`src/hdl/sadc_defs.svh`:
```
`ifndef SADC_DEFS_SVH
`define SADC_DEFS_SVH
// result width and code limits
`define SADC_RES_W 12
`define SADC_CODE_MAX 12'hFFF
`define SADC_CODE_MID 12'h800
// configuration bit count after the start bit
`define SADC_CFG_BITS 3'h3
// shift periods of each output format
`define SADC_PERIODS_MSB 5'h11
`define SADC_PERIODS_REP 5'h1C
// avalon register offsets (byte addresses)
`define SADC_OFF_INPUT_A 4'h0
`define SADC_OFF_INPUT_B 4'h4
`define SADC_OFF_STATUS 4'h8
`define SADC_OFF_RESULT 4'hC
// status field positions
`define SADC_ST_SHUTDOWN 0
`define SADC_ST_BUSY 1
`define SADC_ST_SGL 2
`define SADC_ST_POL 3
`define SADC_ST_MSB_ONLY_FORMAT 4
`define SADC_ST_DONE 5
// reset values
`define SADC_INPUT_RST 12'h000
`endif

```
`src/hdl/sadc_pkg.sv`:
```
package sadc_pkg;
	// serial sequencer states
	typedef enum logic [2:0] {
		SADC_IDLE,
		SADC_CFG,
		SADC_SAMPLE,
		SADC_CONV,
		SADC_REPEAT,
		SADC_HOLD
	} sadc_state_e;
	// result code type
	typedef logic [11:0] sadc_code_t;
endpackage

```
`src/hdl/sadc_serial_ctrl.sv`:
```
// The Avalon-MM slave port and the register addresses were left to the implementer.
`timescale 1ns/1ps
`include "sadc_defs.svh"
// Behaviour
// - leading zeros dropped until first one
// - conversion needs select low plus start bit
// - three config bits follow start bit
// - mode bit zero differential, one single
// - polarity zero input_a positive, else input_b
// - single-ended uses ground as negative input
// - msb-only format: twelve bits, 17 periods
// - repeat format: msb then lsb, 28 periods
// - lsb not repeated in second half
// - each resolved bit drives output immediately
// - bit set when dac at or below input
// - output undriven while select high
// - reselect discards state, awaits start bit
// - shutdown whenever select is high
// - unsigned 12-bit code, midscale top bit
// - differential inputs sampled at one instant
module sadc_serial_ctrl (
	// clock and reset
	input wire logic clk,
	input wire logic rst,
	// serial pins from the host
	input wire logic select_n,
	input wire logic shift_clk,
	input wire logic data_in,
	// serial data out, three-state (oe low drives)
	output logic data_out_o,
	output logic data_out_oe_n,
	// power state
	output logic shutdown,
	// avalon-mm slave
	input wire logic [3:0] avs_address,
	input wire logic avs_read,
	input wire logic avs_write,
	input wire logic [31:0] avs_writedata,
	input wire logic [3:0] avs_byteenable,
	output logic [31:0] avs_readdata,
	output logic avs_waitrequest
);
	import sadc_pkg::*;

	// whole module state
	typedef struct packed {
		sadc_state_e st;
		logic sclk_d;
		logic [2:0] cfg_cnt;
		logic sgl;
		logic pol;
		logic msb_only_format;
		logic [3:0] bit_idx;
		sadc_code_t sar;
		sadc_code_t held_pos;
		sadc_code_t held_neg;
		logic [4:0] period;
		logic dout;
		logic drive;
		logic done;
		sadc_code_t result;
		sadc_code_t input_a;
		sadc_code_t input_b;
		logic ack;
		logic [31:0] rdata;
	} sadc_state_s;

	sadc_state_s s_reg;
	sadc_state_s s_next;

	// synchronised pins: select_n, shift clock, data in
	logic [2:0] pins_sync;
	logic sel_n_s;
	logic sclk_s;
	logic din_s;

	sadc_sync #(.W(3)) u_sync (
		.clk(clk),
		.rst(rst),
		.async_in({select_n, shift_clk, data_in}),
		.sync_out(pins_sync)
	);

	assign sel_n_s = pins_sync[2];
	assign sclk_s = pins_sync[1];
	assign din_s = pins_sync[0];

	// merge new byte lanes into a 12-bit input register
	function automatic sadc_code_t merge_code(input sadc_code_t old, input logic [31:0] wd,
		input logic [3:0] be);
		sadc_code_t m;
		m = old;
		if (be[0]) begin
			m[7:0] = wd[7:0];
		end
		if (be[1]) begin
			m[11:8] = wd[11:8];
		end
		return m;
	endfunction

	// edge strobes of the shift clock
	logic rise;
	logic fall;
	assign rise = sclk_s & ~s_reg.sclk_d;
	assign fall = ~sclk_s & s_reg.sclk_d;

	// analog model: positive and negative input chosen by the mux bits
	sadc_code_t mux_pos;
	sadc_code_t mux_neg;
	sadc_code_t diff;
	sadc_code_t trial;
	always_comb begin
		// positive input picked by polarity
		mux_pos = s_reg.pol ? s_reg.input_b : s_reg.input_a;
		if (s_reg.sgl) begin
			mux_neg = 12'h000;
		end else begin
			mux_neg = s_reg.pol ? s_reg.input_a : s_reg.input_b;
		end
	end

	// held difference, clamped at zero; trial dac level of current bit
	assign diff = (s_reg.held_pos > s_reg.held_neg) ? sadc_code_t'(s_reg.held_pos - s_reg.held_neg) : 12'h000;
	assign trial = s_reg.sar | sadc_code_t'(12'h001 << s_reg.bit_idx);

	// next-state logic
	always_comb begin
		s_next = s_reg;
		s_next.sclk_d = sclk_s;
		s_next.ack = 1'b0;

		// shutdown and reset of conversion while deselected
		if (sel_n_s) begin
			s_next.st = SADC_IDLE;
			s_next.drive = 1'b0;
			s_next.sar = 12'h000;
			s_next.period = 5'h00;
		end else begin
			// period counter counts shift-clock rises while selected, from the start bit on
			if (rise && s_reg.st != SADC_IDLE) begin
				s_next.period = s_reg.period + 5'h01;
			end
			case (s_reg.st)
				SADC_IDLE: begin
					// wait for first one, zeros dropped
					if (rise && din_s) begin
						s_next.st = SADC_CFG;
						s_next.cfg_cnt = 3'h0;
						s_next.period = 5'h01;
						s_next.done = 1'b0;
					end
				end
				SADC_CFG: begin
					// capture mode, polarity, format in order
					if (rise) begin
						case (s_reg.cfg_cnt)
							3'h0: s_next.sgl = din_s;
							3'h1: s_next.pol = din_s;
							default: s_next.msb_only_format = din_s;
						endcase
						s_next.cfg_cnt = s_reg.cfg_cnt + 3'h1;
						if (s_reg.cfg_cnt == `SADC_CFG_BITS - 3'h1) begin
							s_next.st = SADC_SAMPLE;
						end
					end
				end
				SADC_SAMPLE: begin
					// both inputs held at the same cycle, then null bit out
					if (fall) begin
						s_next.held_pos = mux_pos;
						s_next.held_neg = mux_neg;
						s_next.sar = 12'h000;
						s_next.bit_idx = 4'hB;
						s_next.drive = 1'b1;
						s_next.dout = 1'b0;
						s_next.st = SADC_CONV;
					end
				end
				SADC_CONV: begin
					// one bit per falling edge, msb first
					if (fall) begin
						if (trial <= diff) begin
							s_next.sar = trial;
							s_next.dout = 1'b1;
						end else begin
							s_next.dout = 1'b0;
						end
						if (s_reg.bit_idx == 4'h0) begin
							s_next.result = (trial <= diff) ? trial : s_reg.sar;
							s_next.done = 1'b1;
							s_next.st = s_reg.msb_only_format ? SADC_HOLD : SADC_REPEAT;
							s_next.bit_idx = 4'h1;
						end else begin
							s_next.bit_idx = s_reg.bit_idx - 4'h1;
						end
					end
				end
				SADC_REPEAT: begin
					// resend bit 1 upward to msb
					if (fall) begin
						s_next.dout = s_reg.result[s_reg.bit_idx];
						if (s_reg.bit_idx == 4'hB) begin
							s_next.st = SADC_HOLD;
						end else begin
							s_next.bit_idx = s_reg.bit_idx + 4'h1;
						end
					end
				end
				SADC_HOLD: begin
					// frame over; output low until host deselects
					if (fall) begin
						s_next.dout = 1'b0;
					end
				end
				default: s_next.st = SADC_IDLE;
			endcase
		end

		// avalon write lands at the edge where waitrequest is seen low
		if (avs_write && s_reg.ack) begin
			if (avs_address == `SADC_OFF_INPUT_A) begin
				s_next.input_a = merge_code(s_reg.input_a, avs_writedata, avs_byteenable);
			end else if (avs_address == `SADC_OFF_INPUT_B) begin
				s_next.input_b = merge_code(s_reg.input_b, avs_writedata, avs_byteenable);
			end
		end

		// avalon slave: one wait cycle, then answer
		if ((avs_read || avs_write) && !s_reg.ack) begin
			s_next.ack = 1'b1;
			s_next.rdata = 32'h0000_0000;
			if (avs_address == `SADC_OFF_INPUT_A) begin
				s_next.rdata = {20'h00000, s_reg.input_a};
			end else if (avs_address == `SADC_OFF_INPUT_B) begin
				s_next.rdata = {20'h00000, s_reg.input_b};
			end else if (avs_address == `SADC_OFF_STATUS) begin
				s_next.rdata[`SADC_ST_SHUTDOWN] = sel_n_s;
				s_next.rdata[`SADC_ST_BUSY] = (s_reg.st != SADC_IDLE);
				s_next.rdata[`SADC_ST_SGL] = s_reg.sgl;
				s_next.rdata[`SADC_ST_POL] = s_reg.pol;
				s_next.rdata[`SADC_ST_MSB_ONLY_FORMAT] = s_reg.msb_only_format;
				s_next.rdata[`SADC_ST_DONE] = s_reg.done;
			end else if (avs_address == `SADC_OFF_RESULT) begin
				s_next.rdata = {20'h00000, s_reg.result};
			end
		end
	end

	// state register
	always_ff @(posedge clk or posedge rst) begin
		if (rst) begin
			s_reg <= '0;
		end else begin
			s_reg <= s_next;
		end
	end

	// pin and bus outputs
	assign data_out_o = s_reg.dout;
	assign data_out_oe_n = ~(s_reg.drive & ~sel_n_s);
	assign shutdown = sel_n_s;
	assign avs_readdata = s_reg.rdata;
	assign avs_waitrequest = (avs_read | avs_write) & ~s_reg.ack;
endmodule

```
`src/hdl/sadc_sync.sv`:
```
`timescale 1ns/1ps
// two-flop synchroniser for a group of pin levels
module sadc_sync #(
	parameter int W = 3
) (
	// clock and reset
	input wire logic clk,
	input wire logic rst,
	// asynchronous levels in, synchronised levels out
	input wire logic [W-1:0] async_in,
	output logic [W-1:0] sync_out
);
	// first and second stages; the first is read only by the second
	logic [W-1:0] meta_reg;
	logic [W-1:0] sync_reg;

	// plain two-stage capture
	always_ff @(posedge clk or posedge rst) begin
		if (rst) begin
			meta_reg <= '0;
			sync_reg <= '0;
		end else begin
			meta_reg <= async_in;
			sync_reg <= meta_reg;
		end
	end

	assign sync_out = sync_reg;
endmodule

```
`config.mk`:
```
export PLATFORM = sky130hd
export DESIGN_NAME = sadc_serial_ctrl
export DESIGN_NICKNAME = d
export VERILOG_FILES = /design/src/hdl/sadc_pkg.sv /design/src/hdl/sadc_serial_ctrl.sv /design/src/hdl/sadc_sync.sv
export VERILOG_INCLUDE_DIRS = /design/src /design/src/hdl
export SDC_FILE = /design/constraint.sdc
export NUM_CORES = 1
export LEC_CHECK = 0
export ABC_CLOCK_PERIOD_IN_PS = 3800
export BUFFER_PORTS_ARGS = -buffer_cell sky130_fd_sc_hd__buf_2
export CAP_MARGIN = 5
export CORE_ASPECT_RATIO = 2
export CORE_MARGIN = 2
export CORE_UTILIZATION = 45
export CTS_CLUSTER_DIAMETER = 60
export DETAILED_ROUTE_END_ITERATION = 12
export GPL_TIMING_DRIVEN = 0
export HOLD_SLACK_MARGIN = 0.05
export MAX_ROUTING_LAYER = met4
export SLEW_MARGIN = 10
export SYNTH_ARGS = -nofsm -noshare
export SYNTH_HDL_FRONTEND = slang
export SYNTH_HIERARCHICAL = 1
export SYNTH_SLANG_ARGS = --single-unit
```
`constraint.sdc`:
```
create_clock -name clk -period 3.8 [get_ports clk]
set_input_delay 0.38 -clock clk [delete_from_list [all_inputs] [get_ports clk]]
set_output_delay 0.38 -clock clk [all_outputs]
set_load 0.1 [all_outputs]
```
-- Word level (Yosys, flattened, before mapping)
Cells that the tools add are included.
- output and inout port bits: 36
- word-level logic and storage cells: 155
- bits in registers: 128
- magnitude comparators: 3
- equality and inequality tests: 28
- multiplexer cells: 50
- shift operators: 1
- $add $sub $neg: 4
- bitwise logic cells: 13
- reductions and logical operators: 34
- operator list (cell ; count):
    two-way mux 12 bit ; 7
    two-way mux 32 bit ; 2
    two-way mux 40 bit ; 1
    two-way mux 33 bit ; 1
    two-way mux 3 bit ; 10
    AND reduction 4 bit ; 7
    two-way mux 13 bit ; 2
    two-way mux 26 bit ; 1
    != test 3 x 2 -> 1 bit, second input constant ; 8
    one-hot mux 12 bit (2 select lines) ; 1
    one-hot mux 3 bit (6 select lines) ; 1
    two-way mux 16 bit ; 1
    != test 2 bit, second input constant ; 8
    == test 4 bit, second input constant ; 3
    > comparator 12 bit ; 1
    less-or-equal comparator 12 bit ; 1
    two-way mux 1 bit ; 12
    two-way mux 4 bit ; 3
    two-way mux 6 bit ; 2
    bitwise OR 12 bit ; 1
    one-hot mux 4 bit (3 select lines) ; 1
    AND reduction 3 bit ; 4
    AND reduction 6 bit ; 2
    left shift 1 x 4 -> 12 bit, first input constant ; 1
    30 further kinds ; 52

-- Logic depth before layout (Yosys ltp)
Gate-level depths: netlist (run 1).
- depth after elaboration: 7
- gate-level depth with buffers: 18
- gate-level depth less buffers: 16

-- Cells and area by module
The synthesis (run 1) kept the hierarchy.
- by module, submodules not included (module ; area an instance (um^2) ; instances ; cells an instance):
    sadc_serial_ctrl ; 6211.0 ; 1 ; 646
    sadc_sync ; 153.9 ; 1 ; 7

-- Least setup slack after synthesis (run 1)
OpenSTA, ideal clock, no wires.
- path type: reg2reg
- start point: register s_reg[77] (netlist bit)
- end point: register s_reg[58] (netlist bit)
- period minus slack after synthesis: 3357 ps
- path buffers: 2
- arrival: 3290 ps
- required time: 3733 ps
- slack: 443 ps
- stages on the path, launching flop included: 18
- path through: dfrtp_1 ha_1 fa_1 nor2b_1 o21bai_1 a21oi_1 o21ai_0 a21oi_1 buf_2 nand3b_1 ha_1 a21oi_1 nand2_1 a21o_1 o31ai_1 buf_4 o211ai_1 nand2_1
- longest elaborated chain between the ends: 4
- elaborated cells between the ends (all ways): 5
- those cells by class: 1 x add/sub; 2 x order compare; 2 x mux
- RTL lines (what ; line ; RTL):
    start: declaration ; sadc_serial_ctrl.sv:68 ; sadc_state_s s_reg;
    start signal: assignment ; sadc_serial_ctrl.sv:255 ; s_reg <= s_next;
    subtractor 12 bit or > comparator 12 bit (tied branches) ; sadc_serial_ctrl.sv:124 ; assign diff = (s_reg.held_pos > s_reg.held_neg) ? sadc_code_t'(s_reg.held_pos - s_reg.held_neg) : 12'h000;
    two-way mux 12 bit * ; sadc_serial_ctrl.sv:124 ;
    less-or-equal comparator 12 bit * ; sadc_serial_ctrl.sv:190 ; s_next.result = (trial <= diff) ? trial : s_reg.sar;
    two-way mux 12 bit * ; - ;
Every way passes the cells marked *; elsewhere a longest branch is shown, timed or not.
A chain may end at the register's enable or synchronous reset.

-- Worst setup path in the final report (run 1)
- start point: register s_reg[77] (netlist bit)
- end point: register s_reg[60] (netlist bit)
The elaborated chain is that of the path after synthesis.

==> metrics.txt, run 1 <==
I/O pin count 83; CTS H-tree depth 3; register area 2703 um^2; number of global-route vias before repair 5,217; WP data arrival 3970 ps; hold path start data_in; via count 4,987; drt first-iter violations 282; crit end category register; Rel. slew slack 41.59%; IO Port Bufs 39; syn avg cell area 9.747 um^2; FF-to-FF path depth 17; setup tns final 0 ps; max reg flops 89; Die Wd 88.10 um; skew final 9.110 ps; Starting Density 45.82%; WHS Path Cells 1; Final min period 3686 ps; global route total overflow 0; worst vdd ir 407.0 uV; Cell Area, Placed 6900 um^2; worst skew pair latency 350 ps; Initial DRT Pass Iterations 4; Pleak 3.551 nW; Netlist Area Pre-Place 6365 um^2; first-pass GRT wire length 26,600 um; sequential-to-total area share from yosys stat 42.46%; Worst Path Buf+Inv 2; Root Buffer clkbuf_16; CP startpoint kind register; crit path max fanout 5; fin area 7425 um^2; worst slew pin tran 869.4 ps; vias per cell 5.357; nets@finish 821; final setup fails 0; most common cell after layout, fill and taps aside dfrtp_1; Final Max Slew Viols 0; Synth Flop Type dfrtp_1; Final HPWL DP 13,160 um; largest net degree at the start of global routing 85; number of synthesis warnings 6; Antenna Cells 0; Routability Congestion 0.8510; row count 61; Num CTS Buffers 9; Worst Path Required 4090 ps; Die Y 172.2 um; CP max-delay cell o31ai_4; core area 13,890 um^2; CTS tree built; Synth cell types 63; Max Cap Viol 0; pwr/cell area 655.8 nW/um^2; footprint of the multi-input gates 3317 um^2; fraction of registers with async set/reset 100.0%; peak per-stage delay on the critical path 430 ps; Critical Path, Cell by Cell ha_2, fa_2, nor2b_4, o21bai_4, a21oi_2, o21ai_1, a21oi_2, buf_4, nand2b_1, ha_1, nor2b_1, o211ai_1, a21boi_4, o31ai_4, buf_6, o211ai_1, nand2_1; worst flop-to-flop path startpoint s_reg[77]; crit share post-route 97.00%; worst setup path startpoint s_reg[77]; min-delay worst type input pin to register; antenna violations before repair 0; #FFs+latches synth 108; number of fill cells 1,313; Total Routing Usage GR 23.91%; post-DR wirelength/cell 17.99 um; RSZ-0062 raised after global routing true; number of synthesized flops with an enable pin 0; Max Clk Rate 271.3 MHz; Area growth, synth to finish 16.65%; Hold EP u_sync/meta_reg[0]; largest delay contributor family on the critical path compound AO/OA/AOI/OAI gates; total power 4.869 mW; die area 15,170 um^2; critical setup path kind register to register; CTS max path bufs 2; r2r setup slk 110 ps; highest-count cells in the layout ignoring fill and taps 108 x dfrtp_1, 84 x nand2_1, 60 x o21ai_0; reg2reg end s_reg[60]; status complete, no violations; DRC 0; endpoints failing hold 0; Post-DRT Antenna Nets 0; WL final 16,750 um; Mapped Cells 653; layout cells sized above 1 24.53%; Worst-path clk slew 80 ps; CTS sink cnt 108
timing repair:
item	in CTS	in global routing
pin swaps	0	18
buffers inserted	0	12
setup endpoints to repair	19	19
hold buffers	1	0
resized for setup	6	30
gates cloned	0	2
hold endpoints to repair	24	0
synth_stat cells (3+ instances only):
cell type  count  share of area (%)
o21ai_0       68                5.3
ha_1          36                7.1
a32o_1         5               0.79
o31ai_1        3               0.35
and4_1         3               0.41
nand4_1        4               0.39
a21o_1         9                1.1
dfrtp_1      108                 42
mux2_2        35                6.2
mux2i_1       24                3.8
nand2_1       85                5.0
inv_1         32                1.9
a22oi_1        6               0.71
o211ai_1      10                1.2
nand3_1       15                1.2
clkbuf_1      11               0.65
nand2b_1       7               0.69
a21oi_1       41                3.2
mux4_1         3                1.2
buf_4         34                4.0
nor2b_1        4               0.39
o21a_1         4               0.47
nor2_1        26                1.5
nand3b_1       3               0.35
nor3_1         4               0.31
a31oi_1        4               0.39
buf_2          9               0.71
xnor2_1        6               0.83
or3_1         11                1.1
power by group:
part,leakage (nW),switching (mW),internal (mW)
sequential,1.47,0.112,1.26
clock,0.150,0.476,0.483
combinational,1.93,1.47,1.06
total,3.55,2.06,2.81
cell families (layout without fill, tap and decap cells):
logic type      Yosys count  count (layout)  share of synthesized area (%)
flops                   108             108                          42.46
xor+xnor                  7               7                         0.9633
mux                      62              62                          11.21
simple gates            182             182                          14.31
compound gates          165             165                          15.51
fa+ha+maj                37              37                          7.391
buf+inv                  91             161                          8.099
other cells               1              20                        0.05892
worst max-delay path by stage:
stage / end / slack [ps] / cells after the start
6_report: s_reg[60] / 110 / 17
4_1_cts: s_reg[58] / 4 / 17
3_3_place_gp: s_reg[34] / -500 / 2
3_5_place_dp: s_reg[106] / -380 / 16
2_1_floorplan: s_reg[58] / 440 / 17
5_1_grt: s_reg[59] / -60 / 18
area by class of cell:
class | count | share of cell area, %
Buffer | 58 | 5.410
Multi-Input combinational cell | 473 | 44.67
Tap cell | 189 | 3.185
Inverter | 33 | 1.736
Clock buffer | 10 | 3.219
Timing Repair Buffer | 54 | 4.466
Sequential cell | 108 | 36.40
Clock inverter | 6 | 0.9100
per-stage QoR:
step / util, % / std cells / hold WS (ps) / setup slack [ps]
6_report: 53.45 / 931 / 122.7 / 113.8
5_1_grt: 53.45 / 931 / 110.9 / -63.76
4_1_cts: 52.13 / 918 / 117.7 / 3.884
3_5_place_dp: 49.68 / 901 / 336.3 / -377.3
3_3_place_gp: 49.44 / 900 / 294.2 / -504.7
2_1_floorplan: - / 672 / 171.0 / 442.9
metal layers:
layer / routed length, um / vias to the layer above / global-route usage (%)
li1: - / 2423 / -
met2: 9544 / 133 / 44.66
met5: 0 / - / -
met1: 5795 / 2378 / 23.20
met3: 519 / 53 / 3.103
met4: 891 / 0 / 12.65
Power figures use the tool's default switching activity.
==> run 2: changes to the inputs <==
--- a/config.mk
+++ b/config.mk
@@ -9,14 +9,17 @@
 export ABC_CLOCK_PERIOD_IN_PS = 3800
 export BUFFER_PORTS_ARGS = -buffer_cell sky130_fd_sc_hd__buf_2
 export CAP_MARGIN = 5
+export CELL_PAD_IN_SITES_DETAIL_PLACEMENT = 1
+export CELL_PAD_IN_SITES_GLOBAL_PLACEMENT = 2
 export CORE_ASPECT_RATIO = 2
 export CORE_MARGIN = 2
-export CORE_UTILIZATION = 45
+export CORE_UTILIZATION = 37
 export CTS_CLUSTER_DIAMETER = 60
 export DETAILED_ROUTE_END_ITERATION = 12
-export GPL_TIMING_DRIVEN = 0
 export HOLD_SLACK_MARGIN = 0.05
 export MAX_ROUTING_LAYER = met4
+export PLACE_DENSITY_LB_ADDON = 0.1
+export RECOVER_POWER = 50
 export SLEW_MARGIN = 10
 export SYNTH_ARGS = -nofsm -noshare
 export SYNTH_HDL_FRONTEND = slang
==> metrics.txt, run 2 (synthesized netlist as in run 1, its figures left out) <==
final setup fails 0; Post-DRT Antenna Nets 0; Antenna Cells 0; worst setup path startpoint s_reg[78]; CTS H-tree depth 3; met2 usage 42.20%; status finished with violations; Final Max Slew Viols 70; Die Y 189.5 um; fin area 6970 um^2; first-pass GRT wire length 29,020 um; vias per cell 5.361; antenna violations before repair 0; min-delay worst type input pin to register; end of the critical path s_reg[112]; DRC 0; crit end category register; r2r setup slk 160 ps; CP startpoint kind register; number of global-route vias before repair 5,204; I/O pin count 83; met1 usage 20.24%; pwr/cell area 649.8 nW/um^2; Pleak 3.194 nW; nets@finish 765; global route total overflow 0; most common cell after layout, fill and taps aside dfrtp_1; Cell Area, Placed 6596 um^2; hold_ws 130.0 ps; worst skew pair latency 350 ps; Root Buffer clkbuf_16; Area growth, synth to finish 9.515%; max reg flops 89; FF-to-FF path depth 17; Initial DRT Pass Iterations 4; crit share post-route 95.80%; Routability Congestion 0.8562; critical setup path kind register to register; hold path start select_n; skew final 7.192 ps; Num CTS Buffers 9; post-DR wirelength/cell 20.39 um; CTS tree built; WP data arrival 3920 ps; Total Routing Usage GR 21.15%; row count 67; crit path max fanout 12; failing checks max-capacitance violations, max-slew violations; reg2reg end s_reg[112]; Max Clk Rate 274.7 MHz; footprint of the multi-input gates 3251 um^2; Worst Slack Setup Final 159.5 ps; die area 18,330 um^2; Worst-path clk slew 70 ps; layout cells sized above 1 16.62%; register area 2703 um^2; Rel. slew slack -79.87%; gr busiest metal met2; CTS max path bufs 2; largest net degree at the start of global routing 70; Die Wd 96.74 um; endpoints failing hold 0; via count 4,787; worst vdd ir 422.3 uV; met3 usage 1.883%; drt first-iter violations 120; WL final 18,210 um; core area 16,770 um^2; fin util 41.57%; DP Worst Slack -45.35 ps; IO Port Bufs 40; Final min period 3640 ps; Starting Density 37.96%; CTS sink cnt 108; worst flop-to-flop path startpoint s_reg[78]; highest-count cells in the layout ignoring fill and taps 108 x dfrtp_1, 84 x nand2_1, 61 x o21ai_0; Max Cap Viol 1; setup tns final 0 ps; Final HPWL DP 14,460 um; Worst Path Required 4080 ps; worst slew pin tran 2695 ps; number of fill cells 1,978
[run 2: critical path: stages, from the launching register on]
cell	delay (ps)
dfrtp_1	380
inv_1	70
ha_1	310
nor2b_1	140
o31a_1	280
o41a_1	360
o211ai_1	250
a21oi_1	100
nand3b_1	170
ha_1	300
nand3_1	90
nand2_1	60
a21o_1	200
o31ai_2	280
buf_4	170
buf_6	150
nand2_4	100
o21ai_2	160
[run 2: how the worst min path moves through the flow]
stage	to	slack, ps	cells after the start
after floorplan	u_sync/meta_reg[0]	170	1
after global placement	u_sync/meta_reg[2]	320	2
after detailed placement	u_sync/sync_out[0]	330	2
after CTS	u_sync/meta_reg[2]	120	1
after global routing	u_sync/meta_reg[2]	120	1
final	u_sync/meta_reg[2]	130	1
[run 2: per-layer routing]
layer	vias up	routed length (um)
met5	-	0
met4	0	628
met3	29	208
met2	45	10710
met1	2404	6664
li1	2309	-
[run 2: timing repair]
action	CTS	global route
gates resized for setup	3	16
endpoints found under the setup margin	7	19
hold buffers	1	0
endpoints found under the hold margin	6	0
setup buffers	0	2
pin swaps	0	3
gates cloned	0	1
[run 2: final cells by class]
cell class / instances / share of cell area [%]
Clock inverter: 7 / 1.436
Tap cell: 207 / 3.716
Sequential cell: 108 / 38.77
Timing Repair Buffer: 56 / 4.434
Clock buffer: 9 / 3.231
Inverter: 33 / 1.777
Multi-Input combinational cell: 473 / 46.63
[run 2: power breakdown]
| part | switching (mW) | total (mW) | internal [mW] |
|---|---|---|---|
| logic | 1.25 | 2.06 | 0.804 |
| clock network | 0.451 | 1.03 | 0.583 |
| registers | 0.172 | 1.44 | 1.26 |
[run 2: per-stage QoR]
stage	instances	power, mW
2_1_floorplan	672	2.834
3_3_place_gp	873	3.291
3_5_place_dp	873	3.340
4_1_cts	890	4.399
5_1_grt	893	4.814
6_report	893	4.529
==> run 3: changes to the inputs <==
--- a/config.mk
+++ b/config.mk
@@ -13,7 +13,7 @@
 export CELL_PAD_IN_SITES_GLOBAL_PLACEMENT = 2
 export CORE_ASPECT_RATIO = 2
 export CORE_MARGIN = 2
-export CORE_UTILIZATION = 37
+export CORE_UTILIZATION = 35
 export CTS_CLUSTER_DIAMETER = 60
 export DETAILED_ROUTE_END_ITERATION = 12
 export HOLD_SLACK_MARGIN = 0.05
==> metrics.txt, run 3 (synthesized netlist as in run 1, its figures left out) <==
status finished with violations; failing checks max-capacitance violations, max-slew violations; pwr/cell area 643.5 nW/um^2; WL final 18,700 um; row count 69; Antenna Cells 0; Final Max Slew Viols 62; CTS tree built; CP startpoint kind register; final std cells w/o fill 903; CP max-delay cell dfrtp_1; peak per-stage delay on the critical path 390 ps; most common cell after layout, fill and taps aside dfrtp_1; Worst Path Required 4030 ps; setup tns final 0 ps; fin util 39.27%; IO Port Bufs 40; worst setup path startpoint s_reg[78]; Inst Count DP 883; FF-to-FF path depth 16; crit share post-route 94.08%; crit end category register; WHS Path Cells 1; highest-count cells in the layout ignoring fill and taps 108 x dfrtp_1, 84 x nand2_1, 63 x o21ai_0; global route total overflow 0; Hold EP u_sync/meta_reg[0]; sw power 1.830 mW; Initial DRT Pass Iterations 5; final setup fails 0; Area growth, synth to finish 9.731%; worst skew pair latency 350 ps; number of global-route vias before repair 5,313; largest net degree at the start of global routing 62; number of fill cells 2,071; vias per cell 5.341; Die Wd 99.36 um; CTS sink cnt 108; Starting Density 35.79%; RSZ-0062 raised after global routing true; first-pass GRT wire length 29,830 um; Worst Path Buf+Inv 2; max reg flops 89; min-delay worst type input pin to register; antenna violations before repair 0; reg2reg end s_reg[61]; post-DR wirelength/cell 20.71 um; hold path start data_in; Final HPWL DP 14,690 um; Post-DRT Antenna Nets 0; die area 19,350 um^2; sequential share of power 31.9%; Max Clk Rate 279.7 MHz; Worst Slack Setup Final 224.8 ps; Clk pwr share 23.1%; Comb pwr share 45.0%; I/O pin count 83; Worst-path clk slew 70 ps; Total Routing Usage GR 20.78%; WP data arrival 3800 ps; Num CTS Buffers 9; largest delay contributor family on the critical path compound AO/OA/AOI/OAI gates; via count 4,823; DP Worst Slack 59.33 ps; Final min period 3575 ps; total power 4.495 mW; Rel. slew slack -68.48%; layout cells sized above 1 16.38%; DRC 0; Die Y 194.7 um; core area 17,780 um^2; crit path max fanout 9; Root Buffer clkbuf_16; endpoints failing hold 0; critical setup path kind register to register; nets@finish 769; CTS max path bufs 2; Sw Ratio 40.72%; skew final 8.634 ps; r2r setup slk 220 ps; Pleak 3.204 nW; Critical Path, Cell by Cell inv_1, ha_1, nor2b_1, o31a_1, o41a_1, o211ai_1, a21oi_1, nand3b_1, ha_1, nand4_1, nor2_2, a21boi_2, o31ai_1, buf_4, o211ai_1, nand2_1; Max Cap Viol 1; worst vdd ir 260.6 uV; worst slew pin tran 2524 ps; worst flop-to-flop path startpoint s_reg[78]; CTS H-tree depth 3; Routability Congestion 0.8276; drt first-iter violations 146; internal power 2.664 mW
run 3: cell count changes in the layout (fill, tap and decap cells not counted), sizes merged:
cell,delta
buf,+4
clkbuf,+3
clkdlybuf4s15,-1
clkinvlp,-2
run 3: stage by stage:
stage | hold slack, ps | instance area (um^2)
floorplan | 171.0 | 6436
global placement | 316.7 | 6634
detailed placement | 330.3 | 6634
CTS | 116.9 | 6969
global route | 116.0 | 6984
finish | 128.9 | 6984
run 3: cell type report:
type / instances / area (um^2) / share of cell area [%]
multi-input combinational: 473 / 3238 / 46.36
sequential: 108 / 2703 / 38.70
timing repair buffer: 60 / 327.8 / 4.694
tap: 213 / 266.5 / 3.816
clock buffer: 11 / 242.7 / 3.475
inverter: 33 / 123.9 / 1.774
clock inverter: 5 / 82.58 / 1.182
run 3: layer usage:
layer / wire [um] / GRT usage, %
met2: 10890 / 39.61
met1: 6748 / 20.45
met3: 276 / 1.906
met4: 782 / 9.944
met5: 0 / -
run 3: what timing repair did:
action / CTS / global route
endpoints found under the setup margin: 0 / 19
hold buffers: 1 / 0
resized for setup: 0 / 12
buffers inserted: 0 / 3
endpoints found under the hold margin: 6 / 0
run 3: worst max path at each step:
stage,end,slack (ps),cells past startpoint
after floorplan,s_reg[58],440,17
after global placement,s_reg[57],100,17
after detailed placement,s_reg[106],60,17
after CTS,s_reg[106],40,17
after global routing,s_reg[64],-50,17
final,s_reg[61],220,16
run 3: power by group through the flow:
| stage | clock (mW) | sequential [mW] | combinational, mW |
|---|---|---|---|
| after global routing | 1.11 | 1.46 | 2.24 |
| final | 1.04 | 1.43 | 2.02 |
| after detailed placement | 0 | 1.46 | 1.85 |
| after floorplan | 0 | 1.40 | 1.43 |
| after global placement | 0 | 1.45 | 1.83 |
| after CTS | 1.07 | 1.44 | 1.86 |
